$ cat src/hdl/frc_map.svh
// register offsets, field positions and reset values of the fault rollup block
// Notes on behaviour
// - writing 1 to bit 6 of clear register zeroes only both checksum error flags
// - writing 1 to bit 0 zeroes link fault flags and both detail registers; 0 does nothing
// - read-only rollup register mirrors the fault pin state, resetting to zero
// - rollup bit 7 set when protector mask is 0 and a protector fault is present
// - rollup bit 6 set when compare mask is 1 and a compare fault is present
// - rollup bit 5 set when otp mask is 0 and any otp fault flag is set
// - rollup bit 4 set when link mask is 0 and any link fault flag is set
// - rollup bit 3 from unmasked overtemperature or undertemperature faults
// - rollup bit 2 from unmasked overvoltage or undervoltage faults
// - rollup bit 1 set when system mask is 0 and a system fault is present
// - rollup bit 0 set when power mask is 0 and a power rail fault is present
// - response transmit error sets link flag bit 4 and captures response detail
// - response receive error sets link flag bit 3 and captures response detail
// - command receive error sets link flag bit 2 and captures command detail
// - link clear pattern on receive line sets link flag bit 1
// - wake ping in active or sleep, or wake pin in active, also sets bit 1
// - unexpected stop condition sets link flag bit 0
// - wake ping seen while already active also sets bit 0
// - unmasked link fault flags drive the fault pin low; masked ones leave it alone
`ifndef FRC_MAP_SVH
`define FRC_MAP_SVH
`define FRC_IDX_CLEAR_TWO 14'h0332
`define FRC_IDX_ROLLUP 14'h052d
`define FRC_IDX_LINK_FLAGS 14'h0530
`define FRC_IDX_OTP_FLAGS 14'h0535
`define FRC_IDX_MASKS 14'h0600
`define FRC_IDX_RESP_DETAIL 14'h0601
`define FRC_IDX_CMD_DETAIL 14'h0602
`define FRC_CLR_OTP_CHECKSUM_BIT 6
`define FRC_CLR_LINK_BIT 0
`define FRC_OTP_CHECKSUM_BITS 8'h18
`define FRC_LINK_TX_BIT 4
`define FRC_LINK_RR_BIT 3
`define FRC_LINK_RC_BIT 2
`define FRC_LINK_CLEAR_BIT 1
`define FRC_LINK_STOP_BIT 0
`define FRC_MSK_PROTECTOR 0
`define FRC_MSK_ADC_COMPARE 1
`define FRC_OTP_MASK 2
`define FRC_MSK_LINK 3
`define FRC_MSK_OVERTEMP 4
`define FRC_MSK_UNDERTEMP 5
`define FRC_MSK_OVERVOLTAGE 6
`define FRC_MSK_UNDERVOLTAGE 7
`define FRC_MSK_SYSTEM 8
`define FRC_MSK_POWER 9
`define FRC_MASKS_RESET 10'h000
`define FRC_BYTE_RESET 8'h00
`endif

$ cat src/hdl/frc_pkg.sv
// types of the fault rollup block
package frc_pkg;
  typedef struct packed {
    logic protector_any;
    logic adc_compare_any;
    logic overtemp_any;
    logic undertemp_any;
    logic overvoltage_any;
    logic undervoltage_any;
    logic system_any;
    logic power_any;
  } frc_group_faults_t;
  typedef struct packed {
    logic response_transmit_error;
    logic response_receive_error;
    logic command_receive_error;
    logic clear_pattern;
    logic stop_pattern;
    logic wake_ping;
    logic wake_pin;
    logic [7:0] response_detail_in;
    logic [7:0] command_detail_in;
  } frc_link_events_t;
  typedef struct packed {
    logic [7:0] summary;
    logic fault_out_n;
    logic [7:0] link_flags;
    logic [7:0] otp_flags;
    logic [7:0] resp_detail;
    logic [7:0] cmd_detail;
    logic [9:0] masks;
    logic pready;
    logic pslverr;
    logic [31:0] prdata;
  } frc_state_t;
endpackage

$ cat src/hdl/frc_top.sv
// fault rollup, link fault flags and fault clear register behind an apb slave
//
// Local design decision: the APB register port.
`timescale 1ns/1ps
`default_nettype none
`include "frc_map.svh"
module frc_top (
  input wire logic pclk,
  input wire logic presetn,
  input wire logic psel,
  input wire logic penable,
  input wire logic pwrite,
  input wire logic [15:0] paddr,
  input wire logic [31:0] pwdata,
  output logic [31:0] prdata,
  output logic pready,
  output logic pslverr,
  input wire frc_pkg::frc_group_faults_t group_faults,
  input wire frc_pkg::frc_link_events_t link_events,
  input wire logic [7:0] otp_fault_set,
  input wire logic active_mode,
  input wire logic sleep_mode,
  output logic fault_out_n,
  output logic [7:0] fault_rollup
);
  import frc_pkg::*;

  frc_state_t st_reg;
  frc_state_t st_next;

  logic setup_phase;
  logic commit;
  logic commit_write;
  logic [13:0] word_idx;
  logic aligned;
  logic hit;
  logic clear_link;
  logic clear_checksum;
  logic [7:0] link_set;
  logic [31:0] read_word;

  assign setup_phase = psel & ~penable;
  assign commit = psel & penable & st_reg.pready;
  assign commit_write = commit & pwrite;
  assign word_idx = paddr[15:2];
  assign aligned = (paddr[1:0] == 2'h0);

  always_comb begin
    st_next = st_reg;
    // address decode
    hit = 1'b1;
    read_word = 32'h0000_0000;
    case (word_idx)
      `FRC_IDX_CLEAR_TWO: read_word = 32'h0000_0000;
      `FRC_IDX_ROLLUP: read_word = {24'h00_0000, st_reg.summary};
      `FRC_IDX_LINK_FLAGS: read_word = {24'h00_0000, st_reg.link_flags};
      `FRC_IDX_OTP_FLAGS: read_word = {24'h00_0000, st_reg.otp_flags};
      `FRC_IDX_MASKS: read_word = {22'h00_0000, st_reg.masks};
      `FRC_IDX_RESP_DETAIL: read_word = {24'h00_0000, st_reg.resp_detail};
      `FRC_IDX_CMD_DETAIL: read_word = {24'h00_0000, st_reg.cmd_detail};
      default: hit = 1'b0;
    endcase
    hit = hit & aligned;

    // one wait-free access phase: answer prepared in the setup cycle
    st_next.pready = setup_phase;
    st_next.pslverr = setup_phase & ~hit;
    st_next.prdata = (setup_phase & ~pwrite & hit) ? read_word : 32'h0000_0000;

    // clear strobes self-clear, so the clear register reads zero
    clear_link = commit_write & hit & (word_idx == `FRC_IDX_CLEAR_TWO) & pwdata[`FRC_CLR_LINK_BIT];
    clear_checksum = commit_write & hit & (word_idx == `FRC_IDX_CLEAR_TWO)
      & pwdata[`FRC_CLR_OTP_CHECKSUM_BIT];

    if (commit_write & hit & (word_idx == `FRC_IDX_MASKS)) begin
      st_next.masks = pwdata[9:0];
    end

    // link fault events, set wins over clear
    link_set = 8'h00;
    link_set[`FRC_LINK_TX_BIT] = link_events.response_transmit_error;
    link_set[`FRC_LINK_RR_BIT] = link_events.response_receive_error;
    link_set[`FRC_LINK_RC_BIT] = link_events.command_receive_error;
    link_set[`FRC_LINK_CLEAR_BIT] = link_events.clear_pattern
      | (link_events.wake_ping & (active_mode | sleep_mode))
      | (link_events.wake_pin & active_mode);
    link_set[`FRC_LINK_STOP_BIT] = link_events.stop_pattern
      | (link_events.wake_ping & active_mode);
    st_next.link_flags = (clear_link ? `FRC_BYTE_RESET : st_reg.link_flags) | link_set;

    // detail capture, a fresh error wins over the clear
    if (link_events.response_transmit_error | link_events.response_receive_error) begin
      st_next.resp_detail = link_events.response_detail_in;
    end else if (clear_link) begin
      st_next.resp_detail = `FRC_BYTE_RESET;
    end
    if (link_events.command_receive_error) begin
      st_next.cmd_detail = link_events.command_detail_in;
    end else if (clear_link) begin
      st_next.cmd_detail = `FRC_BYTE_RESET;
    end

    // otp flags: only the two checksum bits are cleared here
    st_next.otp_flags = (st_reg.otp_flags & ~(clear_checksum ? `FRC_OTP_CHECKSUM_BITS : 8'h00))
      | otp_fault_set;

    // rollup recomputed every cycle from current state
    st_next.summary[7] = ~st_reg.masks[`FRC_MSK_PROTECTOR] & group_faults.protector_any;
    st_next.summary[6] = st_reg.masks[`FRC_MSK_ADC_COMPARE] & group_faults.adc_compare_any;
    st_next.summary[5] = ~st_reg.masks[`FRC_OTP_MASK] & (|st_reg.otp_flags);
    st_next.summary[4] = ~st_reg.masks[`FRC_MSK_LINK] & (|st_reg.link_flags);
    st_next.summary[3] = (~st_reg.masks[`FRC_MSK_OVERTEMP] & group_faults.overtemp_any)
      | (~st_reg.masks[`FRC_MSK_UNDERTEMP] & group_faults.undertemp_any);
    st_next.summary[2] = (~st_reg.masks[`FRC_MSK_OVERVOLTAGE] & group_faults.overvoltage_any)
      | (~st_reg.masks[`FRC_MSK_UNDERVOLTAGE] & group_faults.undervoltage_any);
    st_next.summary[1] = ~st_reg.masks[`FRC_MSK_SYSTEM] & group_faults.system_any;
    st_next.summary[0] = ~st_reg.masks[`FRC_MSK_POWER] & group_faults.power_any;
    st_next.fault_out_n = ~(|st_next.summary);
  end

  always_ff @(posedge pclk or negedge presetn) begin
    if (!presetn) begin
      st_reg.summary <= `FRC_BYTE_RESET;
      st_reg.fault_out_n <= 1'b1;
      st_reg.link_flags <= `FRC_BYTE_RESET;
      st_reg.otp_flags <= `FRC_BYTE_RESET;
      st_reg.resp_detail <= `FRC_BYTE_RESET;
      st_reg.cmd_detail <= `FRC_BYTE_RESET;
      st_reg.masks <= `FRC_MASKS_RESET;
      st_reg.pready <= 1'b0;
      st_reg.pslverr <= 1'b0;
      st_reg.prdata <= 32'h0000_0000;
    end else begin
      st_reg <= st_next;
    end
  end

  assign prdata = st_reg.prdata;
  assign pready = st_reg.pready;
  assign pslverr = st_reg.pslverr;
  assign fault_out_n = st_reg.fault_out_n;
  assign fault_rollup = st_reg.summary;

  // checks
  logic clr_write_seen;
  assign clr_write_seen = commit_write & aligned & (word_idx == `FRC_IDX_CLEAR_TWO);

  property p_checksum_clear;
    @(posedge pclk) disable iff (!presetn)
    (clr_write_seen && pwdata[6] && otp_fault_set == 8'h00)
      |=> (st_reg.otp_flags == ($past(st_reg.otp_flags) & 8'he7));
  endproperty
  a_checksum_clear: assert property (p_checksum_clear) else $error("checksum clear wrong");

  property p_link_clear;
    @(posedge pclk) disable iff (!presetn)
    (clr_write_seen && pwdata[0] && link_set == 8'h00 && !link_events.response_transmit_error
      && !link_events.response_receive_error && !link_events.command_receive_error)
      |=> (st_reg.link_flags == 8'h00 && st_reg.resp_detail == 8'h00 && st_reg.cmd_detail == 8'h00);
  endproperty
  a_link_clear: assert property (p_link_clear) else $error("link clear wrong");

  property p_zero_write_keeps;
    @(posedge pclk) disable iff (!presetn)
    (clr_write_seen && !pwdata[0]) |=> ((st_reg.link_flags & $past(st_reg.link_flags)) == $past(st_reg.link_flags));
  endproperty
  a_zero_write_keeps: assert property (p_zero_write_keeps) else $error("zero write cleared flags");

  property p_pin_mirror;
    @(posedge pclk) disable iff (!presetn)
    fault_out_n == !(|fault_rollup);
  endproperty
  a_pin_mirror: assert property (p_pin_mirror) else $error("pin and rollup disagree");

  property p_protector;
    @(posedge pclk) disable iff (!presetn)
    (group_faults.protector_any && !st_reg.masks[0]) |=> fault_rollup[7];
  endproperty
  a_protector: assert property (p_protector) else $error("protector bit missing");

  property p_adc_compare;
    @(posedge pclk) disable iff (!presetn)
    !(st_reg.masks[1] && group_faults.adc_compare_any) |=> !fault_rollup[6];
  endproperty
  a_adc_compare: assert property (p_adc_compare) else $error("compare bit set wrongly");

  property p_otp_group;
    @(posedge pclk) disable iff (!presetn)
    ##1 fault_rollup[5] == $past(!st_reg.masks[2] && (|st_reg.otp_flags));
  endproperty
  a_otp_group: assert property (p_otp_group) else $error("otp bit wrong");

  property p_link_pin;
    @(posedge pclk) disable iff (!presetn)
    ((|st_reg.link_flags) && !st_reg.masks[3]) |=> (fault_rollup[4] && !fault_out_n);
  endproperty
  a_link_pin: assert property (p_link_pin) else $error("link fault not on pin");

  property p_temperature;
    @(posedge pclk) disable iff (!presetn)
    (group_faults.undertemp_any && !st_reg.masks[5]) |=> fault_rollup[3];
  endproperty
  a_temperature: assert property (p_temperature) else $error("temperature bit missing");

  property p_voltage;
    @(posedge pclk) disable iff (!presetn)
    (!group_faults.overvoltage_any && !group_faults.undervoltage_any) |=> !fault_rollup[2];
  endproperty
  a_voltage: assert property (p_voltage) else $error("voltage bit set wrongly");

  property p_system;
    @(posedge pclk) disable iff (!presetn)
    (group_faults.system_any && st_reg.masks[8]) |=> !fault_rollup[1];
  endproperty
  a_system: assert property (p_system) else $error("masked system fault shown");

  property p_power;
    @(posedge pclk) disable iff (!presetn)
    (group_faults.power_any && !st_reg.masks[9]) |=> fault_rollup[0];
  endproperty
  a_power: assert property (p_power) else $error("power bit missing");

  property p_tx_error;
    @(posedge pclk) disable iff (!presetn)
    link_events.response_transmit_error
      |=> (st_reg.link_flags[4] && st_reg.resp_detail == $past(link_events.response_detail_in));
  endproperty
  a_tx_error: assert property (p_tx_error) else $error("transmit error not recorded");

  property p_rr_error;
    @(posedge pclk) disable iff (!presetn)
    link_events.response_receive_error |=> st_reg.link_flags[3];
  endproperty
  a_rr_error: assert property (p_rr_error) else $error("response receive error lost");

  property p_rc_error;
    @(posedge pclk) disable iff (!presetn)
    link_events.command_receive_error
      |=> (st_reg.link_flags[2] && st_reg.cmd_detail == $past(link_events.command_detail_in));
  endproperty
  a_rc_error: assert property (p_rc_error) else $error("command error not recorded");

  property p_clear_seen;
    @(posedge pclk) disable iff (!presetn)
    (link_events.clear_pattern || (link_events.wake_pin && active_mode)) |=> st_reg.link_flags[1];
  endproperty
  a_clear_seen: assert property (p_clear_seen) else $error("clear pattern lost");

  property p_wake_sleep;
    @(posedge pclk) disable iff (!presetn)
    (link_events.wake_ping && sleep_mode) |=> st_reg.link_flags[1];
  endproperty
  a_wake_sleep: assert property (p_wake_sleep) else $error("wake ping not flagged");

  property p_stop;
    @(posedge pclk) disable iff (!presetn)
    (link_events.stop_pattern || (link_events.wake_ping && active_mode)) |=> st_reg.link_flags[0];
  endproperty
  a_stop: assert property (p_stop) else $error("stop flag lost");

  property p_stop_sleep;
    @(posedge pclk) disable iff (!presetn)
    (clr_write_seen && pwdata[0] && !link_events.stop_pattern && !active_mode) |=> !st_reg.link_flags[0];
  endproperty
  a_stop_sleep: assert property (p_stop_sleep) else $error("stop flag set outside active");

  property p_link_masked;
    @(posedge pclk) disable iff (!presetn)
    st_reg.masks[3] |=> !fault_rollup[4];
  endproperty
  a_link_masked: assert property (p_link_masked) else $error("masked link fault on pin");

  property p_recompute;
    @(posedge pclk) disable iff (!presetn)
    (group_faults == '0 && st_reg.link_flags == 8'h00 && st_reg.otp_flags == 8'h00) |=> fault_out_n;
  endproperty
  a_recompute: assert property (p_recompute) else $error("pin stuck after faults gone");

  property p_answer;
    @(posedge pclk) disable iff (!presetn)
    (psel && !penable) |=> (pready ##1 !pready);
  endproperty
  a_answer: assert property (p_answer) else $error("apb answer timing wrong");

  // other side of each group bit, storage and bus checks
  property p_adc_set;
    @(posedge pclk) disable iff (!presetn)
    (group_faults.adc_compare_any && st_reg.masks[1]) |=> fault_rollup[6];
  endproperty
  a_adc_set: assert property (p_adc_set) else $error("compare bit missing");

  property p_protector_masked;
    @(posedge pclk) disable iff (!presetn)
    st_reg.masks[0] |=> !fault_rollup[7];
  endproperty
  a_protector_masked: assert property (p_protector_masked) else $error("masked protector fault shown");

  property p_overtemp;
    @(posedge pclk) disable iff (!presetn)
    (group_faults.overtemp_any && !st_reg.masks[4]) |=> fault_rollup[3];
  endproperty
  a_overtemp: assert property (p_overtemp) else $error("overtemperature bit missing");

  property p_temp_quiet;
    @(posedge pclk) disable iff (!presetn)
    (!group_faults.overtemp_any && !group_faults.undertemp_any) |=> !fault_rollup[3];
  endproperty
  a_temp_quiet: assert property (p_temp_quiet) else $error("temperature bit set wrongly");

  property p_overvoltage;
    @(posedge pclk) disable iff (!presetn)
    (group_faults.overvoltage_any && !st_reg.masks[6]) |=> fault_rollup[2];
  endproperty
  a_overvoltage: assert property (p_overvoltage) else $error("overvoltage bit missing");

  property p_undervoltage;
    @(posedge pclk) disable iff (!presetn)
    (group_faults.undervoltage_any && !st_reg.masks[7]) |=> fault_rollup[2];
  endproperty
  a_undervoltage: assert property (p_undervoltage) else $error("undervoltage bit missing");

  property p_system_set;
    @(posedge pclk) disable iff (!presetn)
    (group_faults.system_any && !st_reg.masks[8]) |=> fault_rollup[1];
  endproperty
  a_system_set: assert property (p_system_set) else $error("system bit missing");

  property p_power_masked;
    @(posedge pclk) disable iff (!presetn)
    st_reg.masks[9] |=> !fault_rollup[0];
  endproperty
  a_power_masked: assert property (p_power_masked) else $error("masked power fault shown");

  property p_rr_detail;
    @(posedge pclk) disable iff (!presetn)
    link_events.response_receive_error |=> (st_reg.resp_detail == $past(link_events.response_detail_in));
  endproperty
  a_rr_detail: assert property (p_rr_detail) else $error("response detail not recorded");

  property p_link_sticky;
    @(posedge pclk) disable iff (!presetn)
    !clear_link |=> ((st_reg.link_flags & $past(st_reg.link_flags)) == $past(st_reg.link_flags));
  endproperty
  a_link_sticky: assert property (p_link_sticky) else $error("link flag dropped without clear");

  property p_otp_keep;
    @(posedge pclk) disable iff (!presetn)
    !clear_checksum |=> ((st_reg.otp_flags & $past(st_reg.otp_flags)) == $past(st_reg.otp_flags));
  endproperty
  a_otp_keep: assert property (p_otp_keep) else $error("otp flag dropped without clear");

  property p_otp_set;
    @(posedge pclk) disable iff (!presetn)
    (otp_fault_set != 8'h00) |=> ((st_reg.otp_flags & $past(otp_fault_set)) == $past(otp_fault_set));
  endproperty
  a_otp_set: assert property (p_otp_set) else $error("otp flag not captured");

  property p_unmapped;
    @(posedge pclk) disable iff (!presetn)
    (psel && !penable && !hit) |=> (pready && pslverr);
  endproperty
  a_unmapped: assert property (p_unmapped) else $error("unmapped access not refused");

  property p_idle_bus;
    @(posedge pclk) disable iff (!presetn)
    !pready |-> (prdata == 32'h0000_0000 && !pslverr);
  endproperty
  a_idle_bus: assert property (p_idle_bus) else $error("bus answer outside ready");

  property p_mask_write;
    @(posedge pclk) disable iff (!presetn)
    (commit_write && hit && word_idx == `FRC_IDX_MASKS) |=> (st_reg.masks == $past(pwdata[9:0]));
  endproperty
  a_mask_write: assert property (p_mask_write) else $error("mask write lost");

  property p_rollup_read;
    @(posedge pclk) disable iff (!presetn)
    (psel && !penable && !pwrite && aligned && word_idx == `FRC_IDX_ROLLUP)
      |=> (prdata == {24'h00_0000, $past(st_reg.summary)});
  endproperty
  a_rollup_read: assert property (p_rollup_read) else $error("rollup read data wrong");
endmodule
`default_nettype wire

$ cat config.mk
export PLATFORM = sky130hd
export DESIGN_NAME = frc_top
export DESIGN_NICKNAME = d
export VERILOG_FILES = /design/src/hdl/frc_pkg.sv /design/src/hdl/frc_top.sv
export VERILOG_INCLUDE_DIRS = /design/src /design/src/hdl
export SDC_FILE = /design/constraint.sdc
export NUM_CORES = 1
export LEC_CHECK = 0
export ABC_CLOCK_PERIOD_IN_PS = 1700
export BUFFER_PORTS_ARGS = -buffer_cell sky130_fd_sc_hd__buf_4
export CELL_PAD_IN_SITES_DETAIL_PLACEMENT = 1
export CELL_PAD_IN_SITES_GLOBAL_PLACEMENT = 1
export CORE_MARGIN = 8
export CORE_UTILIZATION = 31
export CTS_BUF_LIST = sky130_fd_sc_hd__clkbuf_16
export CTS_CLUSTER_DIAMETER = 60
export DETAILED_ROUTE_END_ITERATION = 16
export GPL_TIMING_DRIVEN = 0
export PLACE_DENSITY = 0.87
export SLEW_MARGIN = 15
export SYNTH_ARGS = -nofsm -noshare
export SYNTH_HDL_FRONTEND = slang
export SYNTH_SLANG_ARGS = --single-unit
$ cat constraint.sdc
create_clock -name pclk -period 1.7 [get_ports pclk]
set_input_delay 0.17 -clock pclk [delete_from_list [all_inputs] [get_ports pclk]]
set_output_delay 0.17 -clock pclk [all_outputs]
set_load 0.1 [all_outputs]
# --- After elaboration in Yosys (flattened, before gate mapping) ---
# Cells that the tools add are included.
word_totals:
  regBits: 85
  latchBits: 0
  ram_bits: 0
  mem_bits_ro: 0
  inputBits: 94
  elab_cells: 82
  n_memories: 0
op_classes:
  n_addsub: 0
  multipliers: 0
  div_mod_pow: 0
  n_lt_le_gt_ge: 0
  n_eq_ne: 7
  shift: 0
  n_mux: 8
  n_bitwise: 50
  n_reduce_logical: 7
op_table:
  columns: ["op", "count"]
  rows:
  - ["14-bit by 11-bit equality test with 1-bit output (second input constant)", 6]
  - ["10-bit case mux with 6 select lines", 1]
  - ["32-bit 2-to-1 mux", 1]
  - ["8-bit 2-to-1 mux", 4]
  - ["1-bit bitwise AND", 26]
  - ["8-bit OR reduction", 3]
  - ["14-bit by 10-bit equality test with 1-bit output (second input constant)", 1]
  - ["1-bit inverter", 13]
  - ["8-bit bitwise AND", 1]
  - ["5-bit inverter with 8-bit output", 1]
  - ["8-bit by 5-bit bitwise OR with 8-bit output", 1]
  - ["8-bit bitwise OR", 1]
  - ["1-bit bitwise OR", 7]
  - ["7-bit OR reduction", 1]
  - ["5-bit 2-to-1 mux", 1]
  - ["2-bit nonzero test", 2]
  - ["2-bit logical NOT", 1]
  - ["1-bit 2-to-1 mux", 1]

# --- Depth between registers and ports, before layout ---
# Gate-level depths: netlist of the first run.
logic_depth:
  word_depth: 11
  depth_mapped: 7
  mapped_depth_nobuf: 5

# --- Worst setup path after synthesis of the first run ---
# OpenSTA, ideal clock, no wires.
synth_timing:
  path_type: "input to register"
  start: "input paddr[2]"
  end: "register st_reg[69] in the netlist's numbering"
  setup_ns: 0.124
  arrival_ns: 2.283
  required_ns: 1.576
  setup_slack_ns: -0.707
  cell_stages: 6
  cell_sequence: "clkbuf_1 -> or4b_4 -> or4_4 -> or4_4 -> buf_6 -> a211o_1"
synth_lines:
  columns: ["element", "line", "source"]
  rows:
  - ["start, declared", "frc_top.sv:13", "input wire logic [15:0] paddr,"]
  - ["end signal, assigned", "frc_top.sv:134", "st_reg <= st_next;"]
  - ["end, declared", "frc_top.sv:28", "frc_state_t st_reg;"]

==> results of run 1 <==
-- cell families after synthesis --
kind of cell | Yosys count
other | 1
xor gates and xnor gates | 1
buffers and inverters | 58
muxes | 9
DFF | 60
AOI/OAI and AO/OA | 49
and+or+nand+nor | 115
-- repair_timing --
action                     in CTS  in global routing
setup endpoints to repair      40                 44
buffers inserted                7                  3
gates resized for setup        18                 18
gates cloned                    1                  0
hold endpoints to repair       59                  0
hold buffers                    1                  0
pin swaps                       9                  7
-- worst max-delay path by stage --
stage	depth (start not counted)	end	slack, ns
finish	6	st_reg[69]	-0.33
global route	6	st_reg[69]	-0.34
CTS	6	st_reg[69]	-0.40
detailed placement	5	prdata[7]	-0.93
global placement	6	prdata[3]	-1.04
floorplan	6	st_reg[69]	-0.69
-- per-layer routing --
metal | up-vias | share of wire | track usage
met2 | 121 | 0.52 | 0.273
met3 | 20 | 0.084 | 0.0527
met5 | - | 0 | 0
met4 | 0 | 0.020 | 0.0586
met1 | 1328 | 0.38 | 0.175
li1 | 1265 | - | -
-- where the power goes --
part,internal (mW),switching (mW)
clock network,0.950,0.599
logic,0.216,0.446
registers,1.47,0.0307
-- final cells by class --
cell class	count	area, um^2	area share
flip-flops and latches	60	1510	0.331
multi-input cells	196	1410	0.310
well taps	133	166	0.0366
plain buffers	49	389	0.0856
inverters	6	22.5	0.00496
clock inverters	7	28.8	0.00633
repair buffers	102	796	0.175
clock buffers	9	225	0.0496
-- metrics by stage --
stage,instance area (um^2),util,setup slack [ns],TNS (ns)
6_report,4540,0.474,-0.330,-7.45
5_1_grt,4540,0.474,-0.344,-9.43
4_1_cts,4460,0.465,-0.404,-9.24
3_5_place_dp,4030,0.420,-0.929,-26.90
3_3_place_gp,4020,0.419,-1.04,-27.19
2_1_floorplan,3180,-,-0.694,-15.91
-- worst max-delay path: stages --
cell	delay, ns
buf_8	0.10
or4b_4	0.54
or4_4	0.51
or4_4	0.48
buf_6	0.15
a211o_1	0.28
-- cells in the final DEF (no fill, tap or decap), types with 4 or more instances in the layout --
master     count
clkbuf_16      9
nand2_1       34
a21o_1         5
buf_8          4
o21ai_2        4
a211oi_2       5
nor2_1         6
inv_1         10
or2_2          7
nor4_1         6
nor3_2         5
mux2_2         9
conb_1        22
buf_4        138
o21ai_1        4
and3_1         4
nor4_4         5
nand2_2        5
nor2b_1        5
a32oi_1        7
nand3_1        8
dfrtp_1       58
a222oi_1       6
a21oi_1        5
==> summary.txt, run 1 <==
Run status
  – Outcome: complete, but fails checks
  – Failing checks: setup timing

Timing
  – Worst Tran Pin Value: 1.04 ns
  – Tcrit/Tclk final: 1.19
  – Final setup vio count: 41
  – RSZ-0062 raised after global routing: yes
  – Fin crit period: 2.03 ns
  – Final worst setup slack: -0.330 ns
  – Max Fclk: 0.493 GHz
  – Final Max Tran Viols: 0
  – Clk_skew: 0.00779 ns
  – Max-slew headroom: 0.303
  – Hold WS: 0.0267 ns
  – Final Hold Fails: 0

CTS
  – CTS sink cnt: 60
  – CTS tree: built
  – CTS buffer count: 9
  – Longest Clk Path Bufs: 2
  – H-tree levels: 3
  – CTS clk-pin slew, worst paths: 0.05 ns
  – Later-pin clock latency in the skew report: 0.33 ns
  – Root buffer cell: clkbuf_16

Route
  – Iter 0 DRT Violations: 185
  – Drt wl/cell: 18.3 um
  – Post-Route WL: 10300 um
  – DR pass1 iterations: 4
  – # DRC: 0
  – Vias per cell: 4.86
  – Vias: 2734
  – Detail Route Antenna Nets: 0

Synth
  – Async S/R FF share, synth: 1.00
  – Synth Cell Area: 0.00301 mm^2
  – Post-synth top flop: dfrtp_1
  – Ys Warns: 0
  – Cell taking the most area after synthesis: dfrtp_1
  – Simple-gate share of the synthesized area: 0.212
  – Post-synth EDFFs: 0
  – Post-synthesis xor/xnor area fraction: 0.00291
  – Area share of the largest cell type after synthesis: 0.491
  – Proportion of synthesized area in mux cells: 0.0337
  – Post-Synth Adder-Cell Area: 0
  – Mapped Avg Cell Area: 10.3 um^2
  – Synth area leaders: dfrtp_1 49%, buf_4 10%, nand2_1 4.9%
  – Compound-cell area share of the yosys netlist: 0.122
  – Post-Synthesis Cells: 293
  – Sequential fraction of the synthesis area: 0.500
  – Seq cells post-synth: 60
  – Post-synth top cells: 59 x dfrtp_1, 40 x buf_4, 39 x nand2_1
  – Cell variety after synth: 47
  – Most frequent cell after synthesis: dfrtp_1
  – Largest family of logic cells by synthesized area: simple AND/OR/NAND/NOR gates

Final layout
  – Final non-filler cell total: 562
  – Filler instances: 1073
  – Synth-to-layout area growth: 51.1%
  – Fraction of layout cells with a size suffix above 1: 0.499
  – Number of flip-flops in the largest register: 39
  – N_diodes: 0
  – Nets: 518

Pwr
  – VDD IR max: 441 uV
  – Pwr/cell area: 817 mW/mm^2
  – Total power: 3.71 mW
  – Cell leakage power: 2.12 nW

Floorplanning
  – Die X: 114 um
  – Io pins: 137
  – Initial Utilization: 0.313
  – FP Rows: 36
  – Die area: 0.0131 mm^2
  – Die Span Y: 114 um
  – Core area: 0.00959 mm^2

Global routing
  – Total grt overflow: 0
  – Total GRT Usage: 0.158
  – First-pass GRT wire length: 15900 um
  – Vias in the first global route: 3035
  – Initial antenna violation count: 0
  – Largest net degree at the start of global routing: 61

Placement
  – Count of port buffers added during placement: 90
  – Hpwl dp: 7780 um
  – Routability cong.: 0.864
  – Dpl cells: 537

Setup path
  – Path depth of the worst reg2reg path: 5
  – RR Endpoint: st_reg[69]
  – Reg2Reg Launch Point: pready
  – Critical path launch point: paddr[5]
  – Setup crit end kind: register
  – Crit path launch type: primary input
  – WP data arrival: 2.24 ns
  – Worst-path maximum fanout: 3
  – Crit Path Category: in -> reg
  – Worst R2R Setup Slack: -0.29 ns
  – Worst EP required: 1.91 ns

Worst hold path
  – Min-delay worst type: in -> reg
  – Hold worst-path end: st_reg[64]
  – Hold_sp: otp_fault_set[4]
  – Worst Hold Depth: 2

Flow run
  – Max-cap violations: 0
Power figures use the tool's default switching activity.
==> run 2, diff against run 1 <==
Settings changed: CORE_ASPECT_RATIO from default to 2.
==> run 2 against run 1 <==
- global-route usage is 1.3 points higher
- worst setup slack better by 0.020 ns
- core utilization is 0.16 points higher
- the run still ends with setup timing left
- critical path type is now reg -> reg
- via count is 1.9% higher
- critical endpoint unchanged
- largest power group unchanged
- routed wire length is 6.5% higher
==> summary.txt, run 2 (synthesized netlist as in run 1, its figures left out) <==
Setup path
  – Worst-path cell chain: nand4_1 > or3_4 > or4_4 > buf_6 > a211o_1
  – Path depth of the worst reg2reg path: 5
  – Setup crit end kind: register
  – Reg2Reg Launch Point: pready
  – Worst-path maximum fanout: 7
  – Worst EP required: 1.91 ns
  – CP max stage cell: or4_4
  – Crit Path Category: reg -> reg
  – Crit path launch type: register
  – WP data arrival: 2.22 ns
  – Critical path launch point: pready
  – Largest stage delay on the critical path: 0.60 ns

Timing
  – Final Max Tran Viols: 0
  – Fin crit period: 2.01 ns
  – Max Fclk: 0.497 GHz
  – Hold WS: 0.0263 ns
  – Final worst setup slack: -0.310 ns
  – Worst Tran Pin Value: 0.761 ns
  – RSZ-0062 raised after global routing: yes
  – Tcrit/Tclk final: 1.18
  – Final Hold Fails: 0
  – Total negative setup slack: -8.02 ns
  – Max-slew headroom: 0.493
  – Final setup vio count: 43
  – Clk_skew: 0.00322 ns

Placement
  – Routability cong.: 0.833
  – Dpl cells: 510
  – Post-DP Area: 0.00400 mm^2
  – Hpwl dp: 7890 um
  – Count of port buffers added during placement: 90
  – Pre-CTS setup slack: -0.941 ns

Worst hold path
  – Hold_sp: otp_fault_set[4]
  – Min-delay worst type: in -> reg
  – Worst Hold Depth: 2

Pwr
  – Pwr/cell area: 856 mW/mm^2
  – Clock power frac: 0.443
  – Cell leakage power: 2.12 nW
  – Flop pwr share: 0.387
  – Combinational Power Share: 0.170
  – Int Pwr: 2.79 mW
  – VDD IR max: 492 uV
  – Switching share of power: 0.284
  – Total power: 3.90 mW
  – P_sw: 1.10 mW

Final layout
  – Most frequent cells in the layout: 139 x buf_4, 58 x dfrtp_1, 33 x nand2_1
  – Fin area: 0.00455 mm^2
  – Nets: 522
  – Most common cell after layout, fill and taps aside: buf_4
  – Number of flip-flops in the largest register: 39
  – Filler instances: 1072
  – Synth-to-layout area growth: 51.3%
  – Final non-filler cell total: 539
  – Fraction of layout cells with a size suffix above 1: 0.494
  – N_diodes: 0
  – Fin util: 0.475

Run status
  – Outcome: complete, but fails checks
  – Failing checks: setup timing

Floorplanning
  – Core area: 0.00957 mm^2
  – Die area: 0.0133 mm^2
  – Die X: 85.6 um
  – FP Rows: 51
  – Die Span Y: 155 um
  – Initial Utilization: 0.314
  – Io pins: 137

Route
  – Iter 0 DRT Violations: 165
  – Vias: 2786
  – Post-Route WL: 11000 um
  – DR pass1 iterations: 4
  – Vias per cell: 5.17
  – Detail Route Antenna Nets: 0
  – # DRC: 0
  – Drt wl/cell: 20.3 um

Global routing
  – Total GRT Usage: 0.170
  – Initial antenna violation count: 0
  – First-pass GRT wire length: 17200 um
  – Largest net degree at the start of global routing: 61
  – Vias in the first global route: 3223
  – Total grt overflow: 0

CTS
  – CTS sink cnt: 60
  – Later-pin clock latency in the skew report: 0.33 ns
  – CTS buffer count: 9
  – CTS clk-pin slew, worst paths: 0.05 ns
  – Longest Clk Path Bufs: 2
  – H-tree levels: 3
  – Root buffer cell: clkbuf_16
  – CTS tree: built

Flow run
  – Max-cap violations: 0
-- run 2: cell count changes in the layout (fill, tap and decap cells not counted), sizes merged --
cell	change
clkinv	-1
bufinv	+1
clkbuf	+4
-- run 2: critical path: cells and delay by family, from the launching register on --
family | cells | cell delay [ns]
simple gates | 3 | 1.08
flops | 1 | 0.40
compound gates | 1 | 0.25
buf+inv | 1 | 0.17
-- run 2: power by group through the flow --
stage                     Combinational [mW]  Clock, mW  Sequential [mW]
after floorplan                        0.399          0             1.53
after global placement                 0.614          0             1.52
after detailed placement               0.626          0             1.52
after CTS                              0.650       1.73             1.50
after global routing                   0.698       1.81             1.51
final                                  0.661       1.73             1.51
-- run 2: worst paths after layout --
check / end / slack (ns)
hold / removal: st_reg[64] / 0.03
setup / recovery: st_reg[69] / -0.31
hold reg to reg: fault_rollup[1] / 0.49
setup reg to reg: st_reg[69] / -0.31
min in group asynchronous: pslverr / 0.47
max in group asynchronous: pready / 0.68
-- run 2: repair_timing --
item	in CTS	in global routing
hold endpoints to repair	59	0
gates resized for setup	21	12
setup buffers	12	1
hold buffers	1	0
endpoints found under the setup margin	40	44
pin swaps	10	5
gates cloned	1	0
-- run 2: metal layers --
layer  part of all wire  global-route usage  vias to the layer above
li1                   -                   -                     1273
met1               0.37               0.175                     1354
met2               0.53               0.295                      130
met3              0.070              0.0592                       29
met4              0.034              0.0892                        0
met5                  0                   0                        -
-- run 2: final cells by class --
type / instances / area (um^2) / area share
buffer: 50 / 388 / 0.0853
clock buffer: 9 / 225 / 0.0495
clock inverter: 7 / 52.6 / 0.0116
inverter: 6 / 22.5 / 0.00495
multi-input combinational: 196 / 1400 / 0.307
sequential: 60 / 1510 / 0.331
tap: 106 / 133 / 0.0292
timing repair buffer: 105 / 825 / 0.181
==> run 3, diff against run 2 <==
--- a/config.mk
+++ b/config.mk
@@ -12,5 +12,4 @@
 export CELL_PAD_IN_SITES_GLOBAL_PLACEMENT = 1
 export CORE_ASPECT_RATIO = 2
-export CORE_MARGIN = 8
 export CORE_UTILIZATION = 31
 export CTS_BUF_LIST = sky130_fd_sc_hd__clkbuf_16
==> constraint.sdc (replaced) <==
create_clock -name pclk -period 1.7 [get_ports pclk]
set_input_delay 0.255 -clock pclk [delete_from_list [all_inputs] [get_ports pclk]]
set_output_delay 0.255 -clock pclk [all_outputs]
set_load 0.1 [all_outputs]
==> run 3 against run 2 <==
- the run ends with hold timing, setup timing left
- critical path type is now in -> reg
- first-iteration DRC count fell by 18%
- critical path depth is 1 higher
- clock skew is 0.0019 ns higher
- core utilization grew 1.2 points
- sequential power about the same
- cell area is 0.41% higher
==> summary.txt, run 3 (synthesized netlist as in run 1, its figures left out) <==
Run status
  – Outcome: complete, but fails checks
  – Failing checks: hold timing, setup timing

Pwr
  – VDD IR max: 515 uV
  – Clock power frac: 0.445
  – Int Pwr: 2.81 mW
  – Switching share of power: 0.282
  – P_sw: 1.10 mW
  – Combinational Power Share: 0.171
  – Cell leakage power: 2.14 nW
  – Pwr/cell area: 855 mW/mm^2
  – Flop pwr share: 0.384

Route
  – DR pass1 iterations: 5
  – Iter 0 DRT Violations: 135
  – Drt wl/cell: 18.5 um
  – Post-Route WL: 9870 um
  – Detail Route Antenna Nets: 0
  – # DRC: 0
  – Vias: 2775
  – Vias per cell: 5.20

Timing
  – Hold WS: -0.00141 ns
  – Max-slew headroom: 0.291
  – Worst Tran Pin Value: 1.06 ns
  – RSZ-0062 raised after global routing: yes
  – Final worst setup slack: -0.367 ns
  – Max Fclk: 0.484 GHz
  – Final Max Tran Viols: 0
  – Total negative setup slack: -9.94 ns
  – Final setup vio count: 43
  – Tcrit/Tclk final: 1.22
  – Final Hold Fails: 5
  – Fin crit period: 2.07 ns
  – Clk_skew: 0.00509 ns

Floorplanning
  – Die X: 71.6 um
  – Die Span Y: 141 um
  – FP Rows: 50
  – Die area: 0.0101 mm^2
  – Core area: 0.00938 mm^2
  – Initial Utilization: 0.320
  – Io pins: 137

Global routing
  – Largest net degree at the start of global routing: 61
  – Vias in the first global route: 3058
  – Routing usage on met2: 0.394
  – GRT Max-Usage Layer: met2
  – Met3 Use GR: 0.0391
  – First-pass GRT wire length: 15400 um
  – M1 GR Usage: 0.189
  – Total GRT Usage: 0.206
  – Total grt overflow: 0
  – Initial antenna violation count: 0

CTS
  – Later-pin clock latency in the skew report: 0.33 ns
  – CTS tree: built
  – CTS buffer count: 9
  – Root buffer cell: clkbuf_16
  – CTS clk-pin slew, worst paths: 0.05 ns
  – CTS sink cnt: 60
  – Cts hold-fix bufs: 0
  – H-tree levels: 3
  – Longest Clk Path Bufs: 2

Worst hold path
  – Min-delay worst type: in -> async

Placement
  – Routability cong.: 0.838
  – Pre-CTS setup slack: -1.08 ns
  – Count of port buffers added during placement: 90
  – Hpwl dp: 7490 um

Final layout
  – Synth-to-layout area growth: 51.9%
  – Number of flip-flops in the largest register: 39
  – Most frequent cells in the layout: 140 x buf_4, 58 x dfrtp_1, 34 x nand2_1
  – N_diodes: 0
  – Most common cell after layout, fill and taps aside: buf_4
  – Fraction of layout cells with a size suffix above 1: 0.512
  – Nets: 519
  – Fin util: 0.487

Setup path
  – Worst R2R Setup Slack: -0.28 ns
  – Setup crit end kind: register
  – Worst EP required: 1.92 ns
  – RR Endpoint: st_reg[69]
  – Path depth of the worst reg2reg path: 5
  – Worst-path maximum fanout: 6
  – Crit Path Category: in -> reg
  – CP Capture Point: st_reg[69]
  – Critical path launch point: paddr[5]
  – WP data arrival: 2.28 ns
  – Reg2Reg Launch Point: pready
  – Crit path launch type: primary input

Flow run
  – Max-cap violations: 0
## run 3: cell count changes in the layout (fill, tap and decap cells not counted), sizes merged
cell	before	now
buf	149	151
clkinv	2	3
clkinvlp	0	1
inv	10	8
clkbuf	14	10
dlygate4sd3	1	0
## run 3: worst min-delay path by stage
| stage | end | cells after the start |
|---|---|---|
| floorplan | fault_rollup[0] | 0 |
| global placement | st_reg[61] | 1 |
| detailed placement | st_reg[40] | 1 |
| CTS | st_reg[40] | 1 |
| global route | st_reg[40] | 1 |
| finish | st_reg[40] | 1 |
## run 3: cell type report
cell class / instances / area [um^2]
plain buffers: 49 / 394
clock buffers: 9 / 225
clock inverters: 7 / 60.1
fillers: 1062 / 4820
inverters: 6 / 22.5
multi-input cells: 196 / 1430
flip-flops and latches: 60 / 1510
well taps: 104 / 130
repair buffers: 103 / 805
## run 3: routing by layer
metal	routed length (um)	up-vias
met5	0	-
met4	463	0
met3	470	31
met2	5710	119
met1	3230	1366
li1	-	1259
## run 3: what timing repair did
action,in CTS,in global routing
gates resized for setup,22,20
pin swaps,9,5
setup buffers,8,3
setup endpoints to repair,42,43
cloned,2,0
## run 3: stage by stage
stage	power [mW]	cell area (um^2)	instances
final	3.91	4570	534
after global routing	4.03	4570	534
after CTS	3.91	4470	531
after detailed placement	2.15	4000	508
after global placement	2.14	4000	508
after floorplan	1.93	3200	314
## run 3: worst max-delay path, cell delays in order
cell and delay [ns]:
buf_8 0.10, or4b_4 0.54, or4_4 0.51, or4_4 0.48, buf_6 0.16, a211o_1 0.24
## run 3: power by group through the flow
stage          combinational, mW  sequential (mW)  clock, mW
2_1_floorplan              0.400             1.53          0
3_3_place_gp               0.616             1.52          0
3_5_place_dp               0.628             1.52          0
4_1_cts                    0.649             1.50       1.76
5_1_grt                    0.705             1.50       1.82
6_report                   0.666             1.50       1.74
